File: src/ibr_pkg.sv
// ibr_pkg: shared constants and types for the program-flow decode block
package ibr_pkg;
  // ==========================================================
  // widths
  localparam int AXI_AW = 8;
  localparam int DW = 32;
  localparam int IW = 48;
  localparam int NREG = 16;
  // ==========================================================
  // register map (byte addresses)
  localparam logic [7:0] REG_MODE = 8'h00;
  localparam logic [7:0] REG_LATCH = 8'h04;
  localparam logic [7:0] REG_MASKP = 8'h08;
  localparam logic [7:0] REG_STAT = 8'h0C;
  localparam logic [7:0] REG_TGT = 8'h10;
  localparam logic [7:0] REG_IDX_BASE = 8'h40;
  localparam logic [7:0] REG_MOD_BASE = 8'h80;
  localparam logic [31:0] MODE_RST = 32'h0000_0000;
  localparam logic [31:0] LATCH_RST = 32'h0000_0000;
  localparam logic [31:0] MASKP_RST = 32'h0000_0000;
  localparam int MODE_SIMD_BIT = 0;
  localparam int MODE_BCAST_BIT = 1;
  localparam logic [1:0] RESP_OKAY = 2'h0;
  localparam logic [1:0] RESP_SLVERR = 2'h2;
  // ==========================================================
  // instruction encodings and field positions
  localparam logic [2:0] OP10_IND = 3'h6;
  localparam logic [2:0] OP10_REL = 3'h7;
  localparam logic [7:0] OP9_IND = 8'h08;
  localparam logic [7:0] OP9_REL = 8'h09;
  localparam logic [7:0] OP11_RTS = 8'h0A;
  localparam logic [7:0] OP11_RTI = 8'h0B;
  localparam int F_D = 44;
  localparam int F_DMI_LO = 41;
  localparam int F_DMM_LO = 38;
  localparam int F_B = 39;
  localparam int F_A = 38;
  localparam int F_TEST_CONDITION_CODE_LO = 33;
  localparam int F_PMI_LO = 30;
  localparam int F_PMM_LO = 27;
  localparam int F_REL_LO = 27;
  localparam int F_J = 26;
  localparam int F_E = 25;
  localparam int F_CI = 24;
  localparam int F_LR = 24;
  localparam int F_DREG_LO = 23;
  localparam int CMP_W = 23;
  localparam logic [4:0] TEST_CONDITION_CODE_ALWAYS = 5'h1F;
  // ==========================================================
  // decoded instruction group
  typedef enum logic [1:0] {
    INS_NONE = 2'b00,
    INS_T9 = 2'b01,
    INS_T10 = 2'b10,
    INS_T11 = 2'b11
  } ibr_kind_t;
endpackage : ibr_pkg

File: src/ibr_axil_slave.sv
// ibr_axil_slave: AXI4-Lite channel handling with one write and one read in flight
`timescale 1ns/1ps
`default_nettype none
module ibr_axil_slave
  import ibr_pkg::*;
(
  // clock and reset
  input wire logic aclk,
  input wire logic aresetn,
  // write address and data
  input wire logic [AXI_AW-1:0] awaddr,
  input wire logic awvalid,
  output logic awready,
  input wire logic [DW-1:0] wdata,
  input wire logic [3:0] wstrb,
  input wire logic wvalid,
  output logic wready,
  // write response
  output logic [1:0] bresp,
  output logic bvalid,
  input wire logic bready,
  // read channels
  input wire logic [AXI_AW-1:0] araddr,
  input wire logic arvalid,
  output logic arready,
  output logic [DW-1:0] rdata,
  output logic [1:0] rresp,
  output logic rvalid,
  input wire logic rready,
  // register file side
  output logic wr_en,
  output logic [AXI_AW-1:0] wr_addr,
  output logic [DW-1:0] wr_data,
  output logic [3:0] wr_strb,
  input wire logic wr_err,
  output logic [AXI_AW-1:0] rd_addr,
  input wire logic [DW-1:0] rd_data,
  input wire logic rd_err
);
  logic aw_got_r, w_got_r;
  // ==========================================================
  // address and data are taken in either order, then applied together
  assign awready = !aw_got_r && !bvalid;
  assign wready = !w_got_r && !bvalid;
  assign wr_en = aw_got_r && w_got_r;
  assign arready = !rvalid;
  assign rd_addr = araddr;

  always_ff @(posedge aclk) begin
    if (!aresetn) begin
      aw_got_r <= 1'b0;
      wr_addr <= '0;
    end else if (wr_en) begin
      aw_got_r <= 1'b0;
    end else if (awvalid && awready) begin
      aw_got_r <= 1'b1;
      wr_addr <= awaddr;
    end
  end

  always_ff @(posedge aclk) begin
    if (!aresetn) begin
      w_got_r <= 1'b0;
      wr_data <= '0;
      wr_strb <= '0;
    end else if (wr_en) begin
      w_got_r <= 1'b0;
    end else if (wvalid && wready) begin
      w_got_r <= 1'b1;
      wr_data <= wdata;
      wr_strb <= wstrb;
    end
  end

  always_ff @(posedge aclk) begin
    if (!aresetn) begin
      bvalid <= 1'b0;
      bresp <= RESP_OKAY;
    end else if (wr_en) begin
      bvalid <= 1'b1;
      bresp <= wr_err ? RESP_SLVERR : RESP_OKAY;
    end else if (bready) begin
      bvalid <= 1'b0;
    end
  end

  // ==========================================================
  // read data is captured at the address handshake
  always_ff @(posedge aclk) begin
    if (!aresetn) begin
      rvalid <= 1'b0;
      rdata <= '0;
      rresp <= RESP_OKAY;
    end else if (arvalid && arready) begin
      rvalid <= 1'b1;
      rdata <= rd_data;
      rresp <= rd_err ? RESP_SLVERR : RESP_OKAY;
    end else if (rready) begin
      rvalid <= 1'b0;
    end
  end
endmodule : ibr_axil_slave
`default_nettype wire

File: src/ibr_decode.sv
// ibr_decode: indirect/relative branch, branch-with-transfer and return decode
// Overview of operation
// - an omitted condition means always true; the branch is unconditional
// - the else bit runs compute with the branch or only on false path
// - branch type bit picks jump or call; call ignores loop abort and clear
// - delay bit picks delayed or non-delayed branch
// - relative target is pc plus sign-extended 6-bit offset
// - indirect target is index plus modify, index left unchanged
// - zero compute field means no compute operation
// - transfer jump is conditional; false path does memory transfer and compute
// - transfer jump is never delayed, never aborts loops, never clears interrupts
// - transfer addresses with data index, then post-modifies and writes back
// - direction bit picks read or write; register field names the location
// - in dual mode the branch needs the condition true in both elements
// - in dual mode each element does its else work on its own false
// - x element uses the named register, y element its complement
// - in dual mode y addresses x index plus one
// - broadcast read loads the same word into both elements
// - top bits 110 mark the indirect transfer jump with its field order
// - top bits 111 mark the relative form, offset replacing branch selectors
// - returns branch to pc stack top and pop it
// - interrupt return also pops status stack for status-pushing interrupts
// - interrupt return clears serviced bit in latch and mask pointer
// - subroutine return takes delay and reentry; interrupt return only delay
// - loop abort on a jump pops loop stacks and pc stack
// - clear-interrupt jump clears current bit in latch and mask pointer
//
// Implementation choices: the AXI4-Lite register port and the placing of the registers.
`timescale 1ns/1ps
`default_nettype none
module ibr_decode
  import ibr_pkg::*;
#(
  parameter int IRQ_N = 16,
  parameter logic [31:0] STAT_PUSH_MASK = 32'h0000_00FF
) (
  // clock and reset
  input wire logic aclk,
  input wire logic aresetn,
  // register bus
  input wire logic [AXI_AW-1:0] awaddr,
  input wire logic awvalid,
  output logic awready,
  input wire logic [DW-1:0] wdata,
  input wire logic [3:0] wstrb,
  input wire logic wvalid,
  output logic wready,
  output logic [1:0] bresp,
  output logic bvalid,
  input wire logic bready,
  input wire logic [AXI_AW-1:0] araddr,
  input wire logic arvalid,
  output logic arready,
  output logic [DW-1:0] rdata,
  output logic [1:0] rresp,
  output logic rvalid,
  input wire logic rready,
  // instruction and sequencer state
  input wire logic instr_valid,
  input wire logic [IW-1:0] instr_word,
  input wire logic [DW-1:0] pc_cur,
  input wire logic [DW-1:0] pc_stack_top,
  input wire logic [15:0] x_flags,
  input wire logic [15:0] y_flags,
  // interrupt unit
  input wire logic [IRQ_N-1:0] irq_raise,
  input wire logic [IRQ_N-1:0] irq_enter,
  input wire logic [4:0] irq_serviced_idx,
  // sequencer commands
  output logic branch_take,
  output logic [DW-1:0] branch_target,
  output logic branch_delayed,
  output logic branch_call,
  output logic pc_stack_pop,
  output logic loop_stack_pop,
  output logic status_stack_pop,
  output logic loop_reentry,
  // data memory and register file
  output logic dm_x_en,
  output logic dm_y_en,
  output logic dm_write,
  output logic [DW-1:0] dm_x_addr,
  output logic [DW-1:0] dm_y_addr,
  output logic [4:0] rf_x_sel,
  output logic [4:0] rf_y_sel,
  output logic rf_y_bcast,
  // compute slot
  output logic cmp_x_en,
  output logic cmp_y_en,
  output logic [CMP_W-1:0] cmp_word
);
  if (IRQ_N < 1 || IRQ_N > 32) begin : g_chk
    $error("IRQ_N must lie between 1 and 32");
  end

  // ==========================================================
  // register bus front end
  logic wr_en, wr_err, rd_err;
  logic [AXI_AW-1:0] wr_addr, rd_addr;
  logic [DW-1:0] wr_data, rd_data;
  logic [3:0] wr_strb;

  ibr_axil_slave u_bus (
    .aclk(aclk), .aresetn(aresetn),
    .awaddr(awaddr), .awvalid(awvalid), .awready(awready),
    .wdata(wdata), .wstrb(wstrb), .wvalid(wvalid), .wready(wready),
    .bresp(bresp), .bvalid(bvalid), .bready(bready),
    .araddr(araddr), .arvalid(arvalid), .arready(arready),
    .rdata(rdata), .rresp(rresp), .rvalid(rvalid), .rready(rready),
    .wr_en(wr_en), .wr_addr(wr_addr), .wr_data(wr_data), .wr_strb(wr_strb),
    .wr_err(wr_err), .rd_addr(rd_addr), .rd_data(rd_data), .rd_err(rd_err)
  );

  function automatic logic in_bank(input logic [AXI_AW-1:0] a, input logic [AXI_AW-1:0] base);
    return a[7:6] == base[7:6];
  endfunction : in_bank

  function automatic logic is_reg(input logic [AXI_AW-1:0] a, input logic [AXI_AW-1:0] r);
    return a[7:2] == r[7:2];
  endfunction : is_reg

  function automatic logic [DW-1:0] merge(input logic [DW-1:0] old, input logic [DW-1:0] nw,
                                          input logic [3:0] strb);
    logic [DW-1:0] res;
    res = old;
    for (int b = 0; b < 4; b++) begin
      if (strb[b]) begin
        res[b*8 +: 8] = nw[b*8 +: 8];
      end
    end
    return res;
  endfunction : merge

  // ==========================================================
  // software-visible state
  logic [DW-1:0] mode_r, tgt_r;
  logic [IRQ_N-1:0] latch_r, maskp_r;
  logic [4:0] stat_r;
  logic [DW-1:0] idx_r [NREG];
  logic [DW-1:0] mod_r [NREG];
  logic simd, bcast;

  assign simd = mode_r[MODE_SIMD_BIT];
  assign bcast = mode_r[MODE_BCAST_BIT];

  always_ff @(posedge aclk) begin
    if (!aresetn) begin
      mode_r <= MODE_RST;
    end else if (wr_en && is_reg(wr_addr, REG_MODE)) begin
      mode_r <= merge(mode_r, wr_data, wr_strb);
    end
  end

  // status and last-target are read-only, writing them earns an error
  assign wr_err = !(is_reg(wr_addr, REG_MODE) || is_reg(wr_addr, REG_LATCH) ||
                    is_reg(wr_addr, REG_MASKP) || in_bank(wr_addr, REG_IDX_BASE) ||
                    in_bank(wr_addr, REG_MOD_BASE));

  always_comb begin
    rd_data = '0;
    rd_err = 1'b0;
    if (in_bank(rd_addr, REG_IDX_BASE)) begin
      rd_data = idx_r[rd_addr[5:2]];
    end else if (in_bank(rd_addr, REG_MOD_BASE)) begin
      rd_data = mod_r[rd_addr[5:2]];
    end else if (is_reg(rd_addr, REG_MODE)) begin
      rd_data = mode_r;
    end else if (is_reg(rd_addr, REG_LATCH)) begin
      rd_data[IRQ_N-1:0] = latch_r;
    end else if (is_reg(rd_addr, REG_MASKP)) begin
      rd_data[IRQ_N-1:0] = maskp_r;
    end else if (is_reg(rd_addr, REG_STAT)) begin
      rd_data[4:0] = stat_r;
    end else if (is_reg(rd_addr, REG_TGT)) begin
      rd_data = tgt_r;
    end else begin
      rd_err = 1'b1;
    end
  end

  // ==========================================================
  // instruction classification
  ibr_kind_t kind;
  logic is_rel, is_rti, x_true, y_true, br_ok, x_alt, y_alt, has_cmp, bc_rd;
  logic [4:0] test_condition_code_code;
  logic [DW-1:0] sext, br_tgt, x_addr;
  logic [3:0] data_index_sel, data_modify_sel;

  always_comb begin
    kind = INS_NONE;
    if (instr_valid) begin
      if (instr_word[47:45] == OP10_IND || instr_word[47:45] == OP10_REL) begin
        kind = INS_T10;
      end else if (instr_word[47:40] == OP9_IND || instr_word[47:40] == OP9_REL) begin
        kind = INS_T9;
      end else if (instr_word[47:40] == OP11_RTS || instr_word[47:40] == OP11_RTI) begin
        kind = INS_T11;
      end
    end
  end

  assign is_rel = (kind == INS_T10) ? instr_word[45] : instr_word[40];
  assign is_rti = instr_word[40];
  assign test_condition_code_code = instr_word[F_TEST_CONDITION_CODE_LO +: 5];
  assign has_cmp = |instr_word[CMP_W-1:0];
  assign data_index_sel = {1'b0, instr_word[F_DMI_LO +: 3]};
  assign data_modify_sel = {1'b0, instr_word[F_DMM_LO +: 3]};
  assign x_addr = idx_r[data_index_sel];

  ibr_test_condition_code_eval u_test_condition_code_x (.test_condition_code_code(test_condition_code_code), .flags(x_flags), .test_condition_code_true(x_true));
  ibr_test_condition_code_eval u_test_condition_code_y (.test_condition_code_code(test_condition_code_code), .flags(y_flags), .test_condition_code_true(y_true));

  assign br_ok = simd ? (x_true && y_true) : x_true;
  assign x_alt = !x_true;
  assign y_alt = simd && !y_true;
  assign bc_rd = bcast && !instr_word[F_D] && x_alt;
  assign sext = {{(DW-6){instr_word[F_REL_LO+5]}}, instr_word[F_REL_LO +: 6]};

  // branch selectors live in the second generator bank, so the index is offset by 8
  always_comb begin
    if (kind == INS_T11) begin
      br_tgt = pc_stack_top;
    end else if (is_rel) begin
      br_tgt = pc_cur + sext;
    end else begin
      br_tgt = idx_r[{1'b1, instr_word[F_PMI_LO +: 3]}] + mod_r[{1'b1, instr_word[F_PMM_LO +: 3]}];
    end
  end

  // ==========================================================
  // next values of the command outputs
  logic take_nxt, dly_nxt, call_nxt, pcpop_nxt, lpop_nxt, spop_nxt, lr_nxt, irq_clr;
  logic mx_nxt, my_nxt, cx_nxt, cy_nxt, upd;

  always_comb begin
    take_nxt = 1'b0;
    dly_nxt = 1'b0;
    call_nxt = 1'b0;
    pcpop_nxt = 1'b0;
    lpop_nxt = 1'b0;
    spop_nxt = 1'b0;
    lr_nxt = 1'b0;
    irq_clr = 1'b0;
    mx_nxt = 1'b0;
    my_nxt = 1'b0;
    cx_nxt = 1'b0;
    cy_nxt = 1'b0;
    upd = 1'b0;
    case (kind)
      INS_T9: begin
        take_nxt = br_ok;
        call_nxt = instr_word[F_B];
        dly_nxt = instr_word[F_J];
        lpop_nxt = br_ok && !instr_word[F_B] && instr_word[F_A];
        pcpop_nxt = lpop_nxt;
        irq_clr = br_ok && !instr_word[F_B] && instr_word[F_CI];
        cx_nxt = has_cmp && (instr_word[F_E] ? !x_true : x_true);
        cy_nxt = has_cmp && simd && (instr_word[F_E] ? !y_true : y_true);
      end
      INS_T10: begin
        take_nxt = br_ok;
        mx_nxt = x_alt;
        my_nxt = y_alt || bc_rd;
        cx_nxt = has_cmp && x_alt;
        cy_nxt = has_cmp && y_alt;
        upd = x_alt || y_alt;
      end
      INS_T11: begin
        take_nxt = br_ok;
        dly_nxt = instr_word[F_J];
        pcpop_nxt = br_ok;
        lr_nxt = br_ok && !is_rti && instr_word[F_LR];
        spop_nxt = br_ok && is_rti && STAT_PUSH_MASK[irq_serviced_idx];
        irq_clr = br_ok && is_rti;
        cx_nxt = has_cmp && (instr_word[F_E] ? !x_true : x_true);
        cy_nxt = has_cmp && simd && (instr_word[F_E] ? !y_true : y_true);
      end
      default: begin
        take_nxt = 1'b0;
      end
    endcase
  end

  // ==========================================================
  // sequencer and datapath command registers, one cycle per instruction
  always_ff @(posedge aclk) begin
    if (!aresetn) begin
      branch_take <= 1'b0;
      branch_target <= '0;
      branch_delayed <= 1'b0;
      branch_call <= 1'b0;
      pc_stack_pop <= 1'b0;
      loop_stack_pop <= 1'b0;
      status_stack_pop <= 1'b0;
      loop_reentry <= 1'b0;
    end else begin
      branch_take <= take_nxt;
      branch_target <= br_tgt;
      branch_delayed <= dly_nxt;
      branch_call <= call_nxt;
      pc_stack_pop <= pcpop_nxt;
      loop_stack_pop <= lpop_nxt;
      status_stack_pop <= spop_nxt;
      loop_reentry <= lr_nxt;
    end
  end

  always_ff @(posedge aclk) begin
    if (!aresetn) begin
      dm_x_en <= 1'b0;
      dm_y_en <= 1'b0;
      dm_write <= 1'b0;
      dm_x_addr <= '0;
      dm_y_addr <= '0;
      rf_x_sel <= '0;
      rf_y_sel <= '0;
      rf_y_bcast <= 1'b0;
      cmp_x_en <= 1'b0;
      cmp_y_en <= 1'b0;
      cmp_word <= '0;
    end else begin
      dm_x_en <= mx_nxt;
      dm_y_en <= my_nxt;
      dm_write <= instr_word[F_D];
      dm_x_addr <= x_addr;
      dm_y_addr <= bc_rd ? x_addr : x_addr + 32'h0000_0001;
      rf_x_sel <= {1'b0, instr_word[F_DREG_LO +: 4]};
      rf_y_sel <= {1'b1, instr_word[F_DREG_LO +: 4]};
      rf_y_bcast <= bc_rd && (kind == INS_T10);
      cmp_x_en <= cx_nxt;
      cmp_y_en <= cy_nxt;
      cmp_word <= instr_word[CMP_W-1:0];
    end
  end

  // post-modify write-back wins over a software write in the same cycle
  always_ff @(posedge aclk) begin
    if (!aresetn) begin
      for (int k = 0; k < NREG; k++) begin
        idx_r[k] <= '0;
      end
    end else begin
      if (wr_en && in_bank(wr_addr, REG_IDX_BASE)) begin
        idx_r[wr_addr[5:2]] <= merge(idx_r[wr_addr[5:2]], wr_data, wr_strb);
      end
      if (upd) begin
        idx_r[data_index_sel] <= x_addr + mod_r[data_modify_sel];
      end
    end
  end

  always_ff @(posedge aclk) begin
    if (!aresetn) begin
      for (int k = 0; k < NREG; k++) begin
        mod_r[k] <= '0;
      end
    end else if (wr_en && in_bank(wr_addr, REG_MOD_BASE)) begin
      mod_r[wr_addr[5:2]] <= merge(mod_r[wr_addr[5:2]], wr_data, wr_strb);
    end
  end

  // ==========================================================
  // interrupt latch and mask pointer; a new event beats a clear
  logic [IRQ_N-1:0] clr_vec;
  logic [DW-1:0] latch_sw, maskp_sw;

  // the bus word is built at full width, then cut back to the implemented interrupt count
  assign latch_sw = (wr_en && is_reg(wr_addr, REG_LATCH)) ?
                    merge(DW'(latch_r), wr_data, wr_strb) : DW'(latch_r);
  assign maskp_sw = (wr_en && is_reg(wr_addr, REG_MASKP)) ?
                    merge(DW'(maskp_r), wr_data, wr_strb) : DW'(maskp_r);

  for (genvar i = 0; i < IRQ_N; i++) begin : g_clr
    assign clr_vec[i] = irq_clr && (irq_serviced_idx == 5'(i));
  end

  always_ff @(posedge aclk) begin
    if (!aresetn) begin
      latch_r <= LATCH_RST[IRQ_N-1:0];
    end else begin
      latch_r <= (latch_sw[IRQ_N-1:0] & ~clr_vec) | irq_raise;
    end
  end

  always_ff @(posedge aclk) begin
    if (!aresetn) begin
      maskp_r <= MASKP_RST[IRQ_N-1:0];
    end else begin
      maskp_r <= (maskp_sw[IRQ_N-1:0] & ~clr_vec) | irq_enter;
    end
  end

  // status shows the last decoded group and outcome
  always_ff @(posedge aclk) begin
    if (!aresetn) begin
      stat_r <= '0;
      tgt_r <= '0;
    end else if (kind != INS_NONE) begin
      stat_r <= {kind, y_alt, x_alt, br_ok};
      if (br_ok) begin
        tgt_r <= br_tgt;
      end
    end
  end
endmodule : ibr_decode
`default_nettype wire

File: src/ibr_test_condition_code_eval.sv
// ibr_test_condition_code_eval: test-condition evaluation for one processing element
`timescale 1ns/1ps
`default_nettype none
module ibr_test_condition_code_eval
  import ibr_pkg::*;
(
  // condition select and element flags
  input wire logic [4:0] test_condition_code_code,
  input wire logic [15:0] flags,
  // result
  output logic test_condition_code_true
);
  // ==========================================================
  // code 1F is the omitted condition; bit 4 inverts the selected flag
  always_comb begin
    if (test_condition_code_code == TEST_CONDITION_CODE_ALWAYS) begin
      test_condition_code_true = 1'b1;
    end else begin
      test_condition_code_true = flags[test_condition_code_code[3:0]] ^ test_condition_code_code[4];
    end
  end
endmodule : ibr_test_condition_code_eval
`default_nettype wire
File: config.mk
export PLATFORM = sky130hd
export DESIGN_NAME = ibr_decode
export DESIGN_NICKNAME = d
export VERILOG_FILES = /design/src/ibr_pkg.sv /design/src/ibr_axil_slave.sv /design/src/ibr_decode.sv /design/src/ibr_test_condition_code_eval.sv
export SDC_FILE = /design/constraint.sdc
export NUM_CORES = 2
export LEC_CHECK = 0
export CORE_MARGIN = 5
export CORE_UTILIZATION = 50
export CTS_CLUSTER_SIZE = 24
export DETAILED_ROUTE_END_ITERATION = 10
export DONT_BUFFER_PORTS = 1
export PLACE_DENSITY = 0.65
export SLEW_MARGIN = 5
export SYNTH_ARGS = -nofsm -noshare
export SYNTH_HDL_FRONTEND = slang
export SYNTH_SLANG_ARGS = --single-unit
File: constraint.sdc
create_clock -name aclk -period 6.7 [get_ports aclk]
set_input_delay 0.67 -clock aclk [delete_from_list [all_inputs] [get_ports aclk]]
set_output_delay 0.67 -clock aclk [all_outputs]
set_load 0.01 [all_outputs]
==> results.json <==
{
  "power.leakage_nw": 29.3,
  "routed.top_layer": "met5",
  "cts-htree-levels": 4,
  "power.density_nw_per_um2": 251,
  "start_kind": "flip-flop",
  "min_to": "u_bus.wr_data[3]$_SDFFE_PN0P_",
  "gp_congestion": 0.931,
  "rrSetupSlack_ns": 1.52,
  "ant_nets": 0,
  "rsz0062_at_grt": "false",
  "async_reset_ff_share_pct": 0,
  "clk_pin_slew_worst_paths_ns": 0.06,
  "required_ns": 7.21,
  "synth_most_common_cell": "edfxtp_1",
  "cts_sinks": 1342,
  "grtUsageTotal_pct": 32.4,
  "whs_path_depth": 2,
  "drt_first_pass_iters": 6,
  "num_rows": 141,
  "nets": 6211,
  "syn_area_sq_um": 74200,
  "setup_viol": 0,
  "vdd_ir_drop_max_mv": 0.281,
  "synth_enable_flop_cells": 1024,
  "drv_cap": 0,
  "synth_ff_type": "edfxtp_1",
  "cts_tree": "built",
  "drv_slew": 0,
  "met2_length_mm": 121,
  "critical_path_arrival_ns": 5.69,
  "synth.yosys.seq_area_share_pct": 50.0,
  "start_util_pct": 50.2,
  "first_global_vias": 51400,
  "drtIter0Drc": 7589,
  "ys.warnings.count": 0,
  "hold_path_startpoint": "wdata[3]",
  "tightestPinTransition_ns": 1.25,
  "final.setup_skew_ns": 0.0289,
  "end_kind": "flip-flop",
  "final_hold_viol_count": 0,
  "wl_met3_mm": 34.1,
  "finalSetupTns_ns": 0,
  "placedCellCount": 7596,
  "routed_wirelength_mm": 260,
  "syn2layout_area_growth_pct": 9.24,
  "ios": 424,
  "final.min_clock_period_ns": 5.18,
  "antenna_found_initial": 26,
  "route.vias.total": 53700,
  "dieHeight_um": 395,
  "cts_setup_buffers": 0,
  "status": "finished clean",
  "cts_hold_buffers": 62,
  "hpwl_mm": 177,
  "fmax_mhz": 193,
  "synth_seq_cells": 1342,
  "path_class": "reg -> reg",
  "stdcell_count": 7931,
  "netlist_top_cells_area": "edfxtp_1 (41%), mux4_2 (17%), dfxtp_1 (8.6%)",
  "reg2reg_from": "idx_r[7][0]$_DFFE_PP_",
  "numCtsBuffers": 142,
  "drt_drc_violations_left": 0,
  "fp.coreArea_sq_um": 148000,
  "fp.dieW_um": 395,
  "synth_top_area_share_pct": 41.4,
  "gr-total-overflow": 0,
  "synth_common_cells": "edfxtp_1 (1024), and2_1 (642), mux4_2 (574)",
  "cts-root-buf": "clkbuf_16",
  "ctsResizeCount": 0,
  "io_buffer_count": 0,
  "synth_top_cell_by_area": "edfxtp_1",
  "wl_met1_mm": 92.5,
  "viasPerCell": 6.77,
  "relSlewSlack_pct": 15.6,
  "holdCritPathClass": "in -> reg",
  "finalCritPeriodShare_pct": 77.4,
  "r2r_cells": 15,
  "path_max_fanout": 8,
  "clk_latency_ns": 0.79,
  "clock_path_buffers": 3,
  "avgSynthCellArea_sq_um": 12.3,
  "final_layout_size_suffix_gt1_share_pct": 19.3,
  "synthDistinctLibCells": 100,
  "rr_endpoint": "idx_r[4][30]$_DFFE_PP_",
  "grt_max_degree": 269,
  "grt_first_pass_wirelength_mm": 369,
  "postSynthCellCount": 6012,
  "design.die.area_sq_um": 156000,
  "wl_per_cell_um": 32.8
}
-- metal layers --
layer / track usage (%) / vias up
li1: - / 22700
met1: 41.6 / 26900
met2: 51.8 / 3591
met3: 9.50 / 582
met4: 13.3 / 12
met5: 0.831 / -
-- layout by cell type (no fill, tap or decap), types with 15 or more instances in the layout --
| cell type | count |
|---|---|
| and3_1 | 218 |
| a221oi_1 | 35 |
| o21ai_0 | 374 |
| clkbuf_1 | 31 |
| o21a_1 | 19 |
| clkinv_1 | 20 |
| o21ai_1 | 63 |
| nand2b_1 | 23 |
| a21o_1 | 43 |
| a22oi_1 | 19 |
| nand3_1 | 289 |
| inv_1 | 57 |
| mux2_2 | 129 |
| buf_4 | 179 |
| o31ai_1 | 21 |
| a21oi_1 | 267 |
| ha_1 | 94 |
| xnor2_1 | 61 |
| nor3_1 | 51 |
| dfxtp_1 | 312 |
| a31oi_1 | 23 |
| xor2_1 | 33 |
| o211ai_1 | 21 |
| or3_1 | 15 |
| clkinv_2 | 27 |
| nand2_1 | 350 |
| nor2b_1 | 22 |
| nor2_1 | 334 |
| mux4_2 | 574 |
| and2_1 | 641 |
| clkbuf_16 | 148 |
| o22ai_1 | 18 |
| nand4_1 | 19 |
| mux2i_1 | 116 |
| a211oi_1 | 23 |
| dlygate4sd3_1 | 62 |
| edfxtp_1 | 1024 |
-- metrics by stage --
step / instance area [sq um] / power (W) / util [%] / worst slack (ns) / hold WS, ns
floorplan: 74200 / 0.0116 / - / 1.39 / 0.429
global placement: 75800 / 0.0125 / 51.4 / 1.35 / 0.442
detailed placement: 75800 / 0.0125 / 51.4 / 1.33 / 0.448
CTS: 81000 / 0.0203 / 54.9 / 1.60 / 0.0000870
global route: 81000 / 0.0208 / 54.9 / 1.37 / 0.0199
finish: 81000 / 0.0203 / 54.9 / 1.52 / 0.0279
-- layout make-up --
type                    count  area [sq um]
clock inverters            74           616
flip-flops and latches   1342         37100
diodes                     10          25.0
fillers                 12100         66600
well taps                1930          2410
clock buffers             188          3940
repair buffers            241          1960
multi-input cells        4088         34700
inverters                  58           223
-- logic make-up (layout without fill, tap and decap cells) --
kind of cell | after synthesis | count (layout) | synth area share (%)
AO/OA/AOI/OAI | 1024 | 1024 | 8.24
XOR/XNOR | 95 | 95 | 1.13
adder cells (fa/ha/maj) | 97 | 97 | 1.67
buffers and inverters | 584 | 561 | 3.28
flip-flops | 1342 | 1342 | 50.0
multiplexers | 825 | 825 | 21.1
other | 1 | 13 | 0.00505
AND/OR/NAND/NOR | 2044 | 2044 | 14.6
-- flip-flops by register name (all words and copies together), names as in the netlist, 4 cells and up --
register	count
branch_target	32
cmp_word	23
dm_x_addr	32
dm_y_addr	32
idx_r	512
latch_r	16
maskp_r	16
mod_r	512
mode_r	32
rf_y_sel	5
stat_r	5
tgt_r	32
u_bus.rdata	32
u_bus.wr_addr	6
u_bus.wr_data	32
u_bus.wr_strb	4
-- report_power, final --
group	total (W)	internal [W]	switching [W]	leakage (nW)
combinational	0.00292	0.00112	0.00180	13.9
sequential	0.00954	0.00927	0.000268	13.2
clock	0.00787	0.00441	0.00346	2.24
total	0.0203	0.0148	0.00553	29.3
-- critical path, stage by stage (launching register included) --
cell       delay (ns)
edfxtp_1         0.40
mux4_2           0.47
mux2i_1          0.35
inv_1            0.21
ha_1             0.29
fa_1             0.43
a21o_1           0.23
a31oi_1          0.27
o21ai_0          0.24
o21ai_1          0.19
buf_4            0.19
o31ai_1          0.14
a2111oi_2        0.55
nor3_1           0.17
a2111oi_4        0.58
mux2i_1          0.17
-- worst max-delay path by stage --
stage | from | to | slack [ns] | cells after the start
CTS | idx_r[7][0]$_DFFE_PP_ | idx_r[4][30]$_DFFE_PP_ | 1.60 | 15
detailed placement | instr_word[41] | idx_r[4][30]$_DFFE_PP_ | 1.33 | 15
finish | idx_r[7][0]$_DFFE_PP_ | idx_r[4][30]$_DFFE_PP_ | 1.52 | 15
global route | idx_r[7][0]$_DFFE_PP_ | idx_r[2][30]$_DFFE_PP_ | 1.37 | 15
global placement | instr_word[41] | idx_r[2][30]$_DFFE_PP_ | 1.35 | 15
floorplan | instr_word[38] | idx_r[2][30]$_DFFE_PP_ | 1.39 | 15
Note: power is estimated with default switching activity, not from simulation.
